==> src/rtl/drop_cause_consts.vh <==
// Purpose: constants of the discard cause capture block
// Assumes: 16-bit registers, one system clock
// Notes:   offsets are byte addresses on the plain register port
`ifndef DROP_CAUSE_CONSTS_VH
`define DROP_CAUSE_CONSTS_VH
// ==========================================================
// offsets
`define TRANSLATION_CAUSE_OFFSET 8'h18
`define INTEGRITY_CAUSE_OFFSET   8'h1a
`define FAULT_STATUS_OFFSET      8'h30
`define FAULT_MASK_OFFSET        8'h32
`define TRANSLATION_COUNT_OFFSET 8'h34
`define INTEGRITY_COUNT_OFFSET   8'h36
// ==========================================================
// field positions
`define TABLE_RANGE_BIT        15
`define CHANNEL_DISABLED_BIT   14
`define VIRTUAL_IN_OFF_BIT     13
`define OUTPUT_PORT_OFF_BIT    12
`define MULTICAST_BITMAP_BIT   11
`define RM_MERGE_BIT           10
`define HEC_CAUSE_BIT          15
`define CRC_CAUSE_BIT          14
`define PORT_MSB               4
`define PORT_LSB               0
`define TRANSLATION_FLAG_BIT   0
`define INTEGRITY_FLAG_BIT     1
// ==========================================================
// reset values
`define CAUSE_REG_RESET        16'h001f
`define NO_PORT                5'h1f
`define MASK_RESET             2'h0
`define STATUS_RESET           1'b0
`define TR_CAUSE_RESET         6'h00
`define IN_CAUSE_RESET         2'h0
`define RDATA_IDLE             16'h0000
`endif

==> src/rtl/cell_discard_cause_capture.v <==
// Purpose: capture first cell discard causes and input port, with flags and drop counters
// Assumes: cause strobes are one-cycle pulses from logic on sys_clk
// Notes:   registers reached over a plain address/strobe port, read data one cycle later
//
// Behaviour
// RULE_01: translation cause bits read one only for causes of the first captured discard.
// RULE_02: table range cause set when lookup exceeds configured valid bit count.
// RULE_03: disabled channel cause set when reached table entry is inactive.
// RULE_04: virtual input port cause set when that port is disabled.
// RULE_05: output port cause set when looked-up output port is disabled.
// RULE_06: multicast bitmap cause set for zero bitmap and disabled derived port.
// RULE_07: rm merge cause set for merge on disabled or single cast channel.
// RULE_08: translation port field holds input port, 1fh for virtual or multicast causes.
// RULE_09: integrity register records hec/crc cause and port of first discard.
// RULE_10: integrity discard sets cause, bumps integrity counter and sets flag together.
// RULE_11: integrity register holds unchanged while integrity flag is set.
// RULE_12: clearing integrity flag re-arms capture; contents invalid until next capture.
// RULE_13: hec cause set on header failure unless bad cells are kept.
// RULE_14: crc cause set on backward rm cell payload crc-10 failure.
// RULE_15: integrity port field holds receiving input port, default 1fh.
// RULE_16: translation discard sets cause, bumps translation counter and sets flag together.
// RULE_17: translation register holds while its flag is set; clear re-arms capture.
// RULE_18: coincident causes at first capture are all recorded with one port.
// RULE_19: capture registers are read only; only reset restores defaults.
//
// Strobed register access is this design's own decision.
`include "drop_cause_consts.vh"

module cell_discard_cause_capture #(
    parameter CNT_W = 16
) (
    input  wire             sys_clk,
    input  wire             srst,
    input  wire [7:0]       reg_addr,
    input  wire [15:0]      reg_wdata,
    input  wire             reg_wr,
    input  wire             reg_rd,
    output reg  [15:0]      reg_rdata,
    input  wire             keep_bad_cells_option,
    input  wire [4:0]       cell_port,
    input  wire             table_range_cause,
    input  wire             channel_disabled_cause,
    input  wire             virtual_input_port_off_cause,
    input  wire             output_port_off_cause,
    input  wire             multicast_bitmap_cause,
    input  wire             rm_merge_cause,
    input  wire             hec_fail,
    input  wire             crc_fail,
    output reg              irq
);

// ==========================================================
// field layout
localparam TR_CAUSE_W = 6;
localparam IN_CAUSE_W = 2;
localparam PORT_W     = 5;
localparam FLAG_W     = 2;

// ==========================================================
// helpers
// address match, shared by every write and read decode
function addr_hit;
    input [7:0] addr;
    input [7:0] offset;
    begin
        addr_hit = (addr == offset);
    end
endfunction

// wraps silently; software sees only the low word anyway
function [CNT_W-1:0] count_up;
    input [CNT_W-1:0] value;
    input             bump;
    begin
        if (bump) begin
            count_up = value + {{(CNT_W-1){1'b0}}, 1'b1};
        end else begin
            count_up = value;
        end
    end
endfunction

// low word of a counter, zero padded when the counter is narrow
function [15:0] low_word;
    input [CNT_W-1:0]  value;
    reg   [CNT_W+15:0] wide;
    begin
        wide     = {16'h0000, value};
        low_word = wide[15:0];
    end
endfunction

// set beats clear: an event in the clear cycle must not be lost
function flag_bit_next;
    input cur;
    input clear;
    input set;
    begin
        flag_bit_next = (cur & ~clear) | set;
    end
endfunction

// the port field reads all ones when no input port applies
function [PORT_W-1:0] pick_port;
    input [PORT_W-1:0] port;
    input              no_port;
    begin
        if (no_port) begin
            pick_port = `NO_PORT;
        end else begin
            pick_port = port;
        end
    end
endfunction

// ==========================================================
// state
reg  [TR_CAUSE_W-1:0] tr_cause_field_q;
reg  [TR_CAUSE_W-1:0] tr_cause_field_d;
reg  [PORT_W-1:0]     tr_port_field_q;
reg  [PORT_W-1:0]     tr_port_field_d;
reg  [IN_CAUSE_W-1:0] in_cause_field_q;
reg  [IN_CAUSE_W-1:0] in_cause_field_d;
reg  [PORT_W-1:0]     in_port_field_q;
reg  [PORT_W-1:0]     in_port_field_d;
reg                   translation_fault_flag_q;
reg                   translation_fault_flag_d;
reg                   integrity_fault_flag_q;
reg                   integrity_fault_flag_d;
reg  [FLAG_W-1:0]     fault_mask_q;
reg  [FLAG_W-1:0]     fault_mask_d;
reg  [CNT_W-1:0]      translation_drop_counter_q;
reg  [CNT_W-1:0]      translation_drop_counter_d;
reg  [CNT_W-1:0]      integrity_drop_counter_q;
reg  [CNT_W-1:0]      integrity_drop_counter_d;
reg                   irq_d;
reg  [15:0]           reg_rdata_d;

// ==========================================================
// event decode
wire [TR_CAUSE_W-1:0] tr_causes;
wire                  tr_event;
wire                  tr_port_none;
wire                  tr_armed;
wire                  tr_capture;
wire                  hec_drop;
wire [IN_CAUSE_W-1:0] in_causes;
wire                  in_event;
wire                  in_armed;
wire                  in_capture;

assign tr_causes[5] = table_range_cause;            // RULE_02
assign tr_causes[4] = channel_disabled_cause;       // RULE_03
assign tr_causes[3] = virtual_input_port_off_cause; // RULE_04
assign tr_causes[2] = output_port_off_cause;        // RULE_05
assign tr_causes[1] = multicast_bitmap_cause;       // RULE_06
assign tr_causes[0] = rm_merge_cause;               // RULE_07
assign tr_event     = |tr_causes;
// no input port is known when the virtual input or the bitmap fails
assign tr_port_none = virtual_input_port_off_cause | multicast_bitmap_cause; // RULE_08
assign tr_armed     = ~translation_fault_flag_q; // RULE_17
assign tr_capture   = tr_event & tr_armed;

// hec cells are passed, not dropped, when bad cells are kept
assign hec_drop     = hec_fail & ~keep_bad_cells_option; // RULE_13
assign in_causes    = {hec_drop, crc_fail}; // RULE_14
assign in_event     = |in_causes;
assign in_armed     = ~integrity_fault_flag_q; // RULE_11 RULE_12
assign in_capture   = in_event & in_armed;

// ==========================================================
// bus decode
wire              wr_status;
wire              wr_mask;
wire [FLAG_W-1:0] flag_clear;
wire              rd_translation;
wire              rd_integrity;
wire              rd_status;
wire              rd_mask;
wire              rd_tr_count;
wire              rd_in_count;

assign wr_status      = reg_wr & addr_hit(reg_addr, `FAULT_STATUS_OFFSET);
assign wr_mask        = reg_wr & addr_hit(reg_addr, `FAULT_MASK_OFFSET);
assign flag_clear     = wr_status ? reg_wdata[FLAG_W-1:0] : {FLAG_W{1'b0}};
assign rd_translation = reg_rd & addr_hit(reg_addr, `TRANSLATION_CAUSE_OFFSET);
assign rd_integrity   = reg_rd & addr_hit(reg_addr, `INTEGRITY_CAUSE_OFFSET);
assign rd_status      = reg_rd & addr_hit(reg_addr, `FAULT_STATUS_OFFSET);
assign rd_mask        = reg_rd & addr_hit(reg_addr, `FAULT_MASK_OFFSET);
assign rd_tr_count    = reg_rd & addr_hit(reg_addr, `TRANSLATION_COUNT_OFFSET);
assign rd_in_count    = reg_rd & addr_hit(reg_addr, `INTEGRITY_COUNT_OFFSET);

// ==========================================================
// translation capture, frozen while its flag is set
always @* begin
    tr_cause_field_d = tr_cause_field_q;
    if (tr_capture) begin // RULE_17
        tr_cause_field_d = tr_causes; // RULE_01 RULE_18
    end
end

always @* begin
    tr_port_field_d = tr_port_field_q;
    if (tr_capture) begin
        tr_port_field_d = pick_port(cell_port, tr_port_none); // RULE_08 RULE_18
    end
end

always @(posedge sys_clk) begin
    if (srst) begin
        tr_cause_field_q <= `TR_CAUSE_RESET; // RULE_19
        tr_port_field_q  <= `NO_PORT;
    end else begin
        tr_cause_field_q <= tr_cause_field_d;
        tr_port_field_q  <= tr_port_field_d;
    end
end

// ==========================================================
// integrity capture, frozen while its own flag is set
always @* begin
    in_cause_field_d = in_cause_field_q;
    if (in_capture) begin // RULE_11 RULE_12
        in_cause_field_d = in_causes; // RULE_09 RULE_18
    end
end

always @* begin
    in_port_field_d = in_port_field_q;
    if (in_capture) begin
        in_port_field_d = pick_port(cell_port, 1'b0); // RULE_15
    end
end

always @(posedge sys_clk) begin
    if (srst) begin
        in_cause_field_q <= `IN_CAUSE_RESET; // RULE_19
        in_port_field_q  <= `NO_PORT;
    end else begin
        in_cause_field_q <= in_cause_field_d;
        in_port_field_q  <= in_port_field_d;
    end
end

// ==========================================================
// status flags: write one to clear
always @* begin
    translation_fault_flag_d = flag_bit_next(translation_fault_flag_q,
                                             flag_clear[`TRANSLATION_FLAG_BIT],
                                             tr_event); // RULE_16
end

always @* begin
    integrity_fault_flag_d = flag_bit_next(integrity_fault_flag_q,
                                           flag_clear[`INTEGRITY_FLAG_BIT],
                                           in_event); // RULE_10
end

always @(posedge sys_clk) begin
    if (srst) begin
        translation_fault_flag_q <= `STATUS_RESET;
    end else begin
        translation_fault_flag_q <= translation_fault_flag_d;
    end
end

always @(posedge sys_clk) begin
    if (srst) begin
        integrity_fault_flag_q <= `STATUS_RESET;
    end else begin
        integrity_fault_flag_q <= integrity_fault_flag_d;
    end
end

wire [FLAG_W-1:0] flags_now;
wire [FLAG_W-1:0] flags_next;

assign flags_now[`TRANSLATION_FLAG_BIT]  = translation_fault_flag_q;
assign flags_now[`INTEGRITY_FLAG_BIT]    = integrity_fault_flag_q;
assign flags_next[`TRANSLATION_FLAG_BIT] = translation_fault_flag_d;
assign flags_next[`INTEGRITY_FLAG_BIT]   = integrity_fault_flag_d;

// ==========================================================
// interrupt mask, same layout as the flags
always @* begin
    fault_mask_d = fault_mask_q;
    if (wr_mask) begin
        fault_mask_d = reg_wdata[FLAG_W-1:0];
    end
end

always @(posedge sys_clk) begin
    if (srst) begin
        fault_mask_q <= `MASK_RESET;
    end else begin
        fault_mask_q <= fault_mask_d;
    end
end

// ==========================================================
// drop counters: every discard counts, even while the capture is frozen
always @* begin
    translation_drop_counter_d = count_up(translation_drop_counter_q, tr_event); // RULE_16
end

always @* begin
    integrity_drop_counter_d = count_up(integrity_drop_counter_q, in_event); // RULE_10
end

always @(posedge sys_clk) begin
    if (srst) begin
        translation_drop_counter_q <= {CNT_W{1'b0}};
    end else begin
        translation_drop_counter_q <= translation_drop_counter_d;
    end
end

always @(posedge sys_clk) begin
    if (srst) begin
        integrity_drop_counter_q <= {CNT_W{1'b0}};
    end else begin
        integrity_drop_counter_q <= integrity_drop_counter_d;
    end
end

// ==========================================================
// interrupt: next flags against next mask, so a mask write acts at once
always @* begin
    irq_d = |(flags_next & fault_mask_d);
end

always @(posedge sys_clk) begin
    if (srst) begin
        irq <= 1'b0;
    end else begin
        irq <= irq_d;
    end
end

// ==========================================================
// register images seen by software
wire [15:0] translation_drop_cause_reg;
wire [15:0] integrity_drop_cause_reg;
wire [15:0] status_image;
wire [15:0] mask_image;

assign translation_drop_cause_reg = {tr_cause_field_q, 5'h00, tr_port_field_q}; // RULE_01
assign integrity_drop_cause_reg   = {in_cause_field_q, 9'h000, in_port_field_q}; // RULE_09
assign status_image               = {14'h0000, flags_now};
assign mask_image                 = {14'h0000, fault_mask_q};

// ==========================================================
// read port; unmapped reads return zero, capture writes ignored
always @* begin
    reg_rdata_d = `RDATA_IDLE;
    if (rd_translation) begin
        reg_rdata_d = translation_drop_cause_reg; // RULE_19
    end
    if (rd_integrity) begin
        reg_rdata_d = integrity_drop_cause_reg;
    end
    if (rd_status) begin
        reg_rdata_d = status_image;
    end
    if (rd_mask) begin
        reg_rdata_d = mask_image;
    end
    if (rd_tr_count) begin
        reg_rdata_d = low_word(translation_drop_counter_q);
    end
    if (rd_in_count) begin
        reg_rdata_d = low_word(integrity_drop_counter_q);
    end
end

always @(posedge sys_clk) begin
    if (srst) begin
        reg_rdata <= `RDATA_IDLE;
    end else begin
        reg_rdata <= reg_rdata_d;
    end
end

endmodule // cell_discard_cause_capture

==> config.mk <==
export PLATFORM = sky130hd
export DESIGN_NAME = cell_discard_cause_capture
export DESIGN_NICKNAME = d
export VERILOG_FILES = /design/src/rtl/cell_discard_cause_capture.v
export VERILOG_INCLUDE_DIRS = /design/src /design/src/rtl
export SDC_FILE = /design/constraint.sdc
export NUM_CORES = 1
export LEC_CHECK = 0
export ABC_AREA = 1
export BUFFER_PORTS_ARGS = -buffer_cell sky130_fd_sc_hd__buf_4
export CAP_MARGIN = 20
export CELL_PAD_IN_SITES_DETAIL_PLACEMENT = 0
export CELL_PAD_IN_SITES_GLOBAL_PLACEMENT = 1
export CORE_UTILIZATION = 38
export CTS_BUF_LIST = sky130_fd_sc_hd__clkbuf_8 sky130_fd_sc_hd__clkbuf_16
export DETAILED_ROUTE_END_ITERATION = 8
export GPL_ROUTABILITY_DRIVEN = 1
export PLACE_DENSITY = 0.86
export SETUP_SLACK_MARGIN = 0.2
export SLEW_MARGIN = 15
export SYNTH_ARGS = -nofsm -noshare
export SYNTH_HDL_FRONTEND = slang
export SYNTH_SLANG_ARGS = --single-unit
==> constraint.sdc <==
create_clock -name sys_clk -period 3.1 [get_ports sys_clk]
set_input_delay 0.155 -clock sys_clk [delete_from_list [all_inputs] [get_ports sys_clk]]
set_output_delay 0.155 -clock sys_clk [all_outputs]
set_load 0.02 [all_outputs]
==> flow_metrics.env <==
export IMPL_drc=0
export IMPL_grt_pass1_wl_um=13900
export IMPL_fin_tns_setup_ps=0
export IMPL_reg2reg_slack_ps=1460
export IMPL_tightest_slew_ps=718
export IMPL_syn_area_mm2=0.00341
export IMPL_syn_instance_count=494
export IMPL_grt_max_degree=32
export IMPL_io_pins=59
export IMPL_wirelength_um=8450
export IMPL_final_common_cell="nand2_1"
export IMPL_core_mm2=0.00872
export IMPL_p_total_mw=1.88
export IMPL_port_buffers=44
export IMPL_drive_gt1_frac=0.138
export IMPL_fin_nets=584
export IMPL_vias=3282
export IMPL_fin_util=0.463
export IMPL_clk_pin_slew_ps=80
export IMPL_hold_viol_final=0
export IMPL_p_leak_nw=1.68
export IMPL_fin_crit_sh=0.528
export IMPL_yosys_top_cells_area="dfxtp_1 42%, nand2_1 12%, nand3_1 9.0%"
export IMPL_holdWs_ps=13.0
export IMPL_synth_cell_type_count=31
export IMPL_drtIter0Drc=241
export IMPL_htreeDepth=3
export IMPL_yosysTopAreaCell="dfxtp_1"
export IMPL_initial_core_util=0.391
export IMPL_syn_nets=538
export IMPL_dpl_hpwl_um=6250
export IMPL_first_pass_iters=5
export IMPL_syn_to_final_growth_pct=18.6
export IMPL_placed_cell_area_mm2=0.00384
export IMPL_rsz0062_at_grt="no"
export IMPL_cp_arrival_ps=1890
export IMPL_powerDensity_mw_per_mm2=464
export IMPL_place_gp_congestion=0.839
export IMPL_ys_ff_latch=71
export IMPL_cts_hold_buffers_added=0
export IMPL_die_w_um=96.7
export IMPL_cts_resized=0
export IMPL_wl_per_cell_um=12.9
export IMPL_postCtsSetupBuffers=0
export IMPL_max_cap_violations=0
export IMPL_setup_viol=0
export IMPL_startpoint_type="register"
export IMPL_cts_root_buf="clkbuf_8"
export IMPL_cp_max_fo=5
export IMPL_ir_drop_uv=233
export IMPL_required_ps=3350
export IMPL_grt_usage=0.185
export IMPL_grt_pass1_vias=2977
export IMPL_netlist_area_leader_share=0.417
export IMPL_hp_class="primary input to register"
export IMPL_fin_skew_ps=6.80
export IMPL_slew_violations=0
export IMPL_max_freq_mhz=610
export IMPL_ys_warnings_count=0
export IMPL_syn_area_per_cell_um2=6.90
export IMPL_antenna_found_initial=0
export IMPL_yosysSeqAreaShare=0.417
export IMPL_die_h_um=96.7
export IMPL_grt_overflow=0
export IMPL_finalInstanceArea_mm2=0.00404
export IMPL_ant_nets=0
export IMPL_status="finished clean"
export IMPL_core_rowCount=34
export IMPL_clk_latency_ps=350
export IMPL_antennaDiodeCount=0
export IMPL_final_cell_mix="107 x nand2_1, 71 x dfxtp_1, 63 x nor2_1"
export IMPL_finalCriticalPeriod_ps=1640
export IMPL_cts_tree="yes"
export IMPL_viasPerCell=5.03
export IMPL_cts_inserted_buffers=9
export IMPL_die_area_mm2=0.00935
export IMPL_cts_sinks=71
export IMPL_clock_path_buffers=2
export IMPL_slew_headroom=0.521
export IMPL_critPathKind="register to register"
export IMPL_end_kind="register"
critical path, cell delays in order (launching register included):
cell and delay, ps:
dfxtp_1 390, ha_1 220, nand3_1 90, nor2_1 200, nand3_1 140, nor3_2 260
nand3_1 110, nand2_1 80, nor2_1 40
Yosys cell counts (all sizes together):
library cell  count
inv              56
buf               9
nor3b             2
nand4             8
o21ai            31
a31oi             5
nor3              8
a21boi            4
and2              1
nand2           109
xor2              7
clkinv            1
o21a              2
nor2             64
o211ai            4
clkbuf            5
o21bai            1
ha                2
dfxtp            71
a21oi            42
nand3            61
nand3b            1
per-stage QoR:
| stage | setup WS (ps) | instances |
|---|---|---|
| 2_1_floorplan | 1720 | 494 |
| 3_3_place_gp | 1470 | 637 |
| 3_5_place_dp | 1460 | 637 |
| 4_1_cts | 1480 | 653 |
| 5_1_grt | 1260 | 653 |
| 6_report | 1460 | 653 |
path summary, 6_finish.rpt:
| check | from | cells after the start | to |
|---|---|---|---|
| worst max-delay path | translation_drop_counter_q[1] | 8 | translation_drop_counter_q[14] |
| worst min-delay path | cell_port[4] | 3 | in_port_field_q[4] |
| worst max register to register | translation_drop_counter_q[1] | 8 | translation_drop_counter_q[14] |
| worst min register to register | in_cause_field_q[1] | 2 | in_cause_field_q[1] |
report_power, final:
group	total, mW	switching (mW)	internal (mW)
registers	0.954	0.0167	0.937
clock network	0.782	0.384	0.398
logic	0.141	0.0856	0.0550
total	1.88	0.487	1.39
state kept, by name, summed over array words and instances, names as in the netlist:
name                        cells
tr_port_field_q                 5
reg_rdata                      16
in_port_field_q                 5
translation_drop_counter_q     16
integrity_drop_counter_q       16
tr_cause_field_q                6
integrity_fault_flag_q          1
in_cause_field_q                2
irq                             1
fault_mask_q                    2
translation_fault_flag_q        1
cell type report:
cell class	instances	area, um^2
fill	876	4680
clock inverter	6	67.6
clock buffer	10	138
multi-input combinational	352	1690
tap	108	135
inverter	57	219
sequential	71	1420
timing repair buffer	49	368
layer usage:
metal  up-vias  track usage  routed length, um  share of wire
met2        82        0.294               3860           0.46
met1      1479        0.249               4010           0.47
met3        12       0.0347                453          0.054
met5         -            0                  0              0
li1       1709            -                  -              -
met4         0       0.0723                120          0.014
cell families after synthesis:
logic type / after synthesis / share of synthesized area
AOI/OAI and AO/OA: 89 / 0.145
xor gates and xnor gates: 7 / 0.0180
adders and majority gates: 2 / 0.00734
buffers and inverters: 71 / 0.0859
DFF: 71 / 0.417
and+or+nand+nor: 254 / 0.326
(Power assumes the default switching activity.)
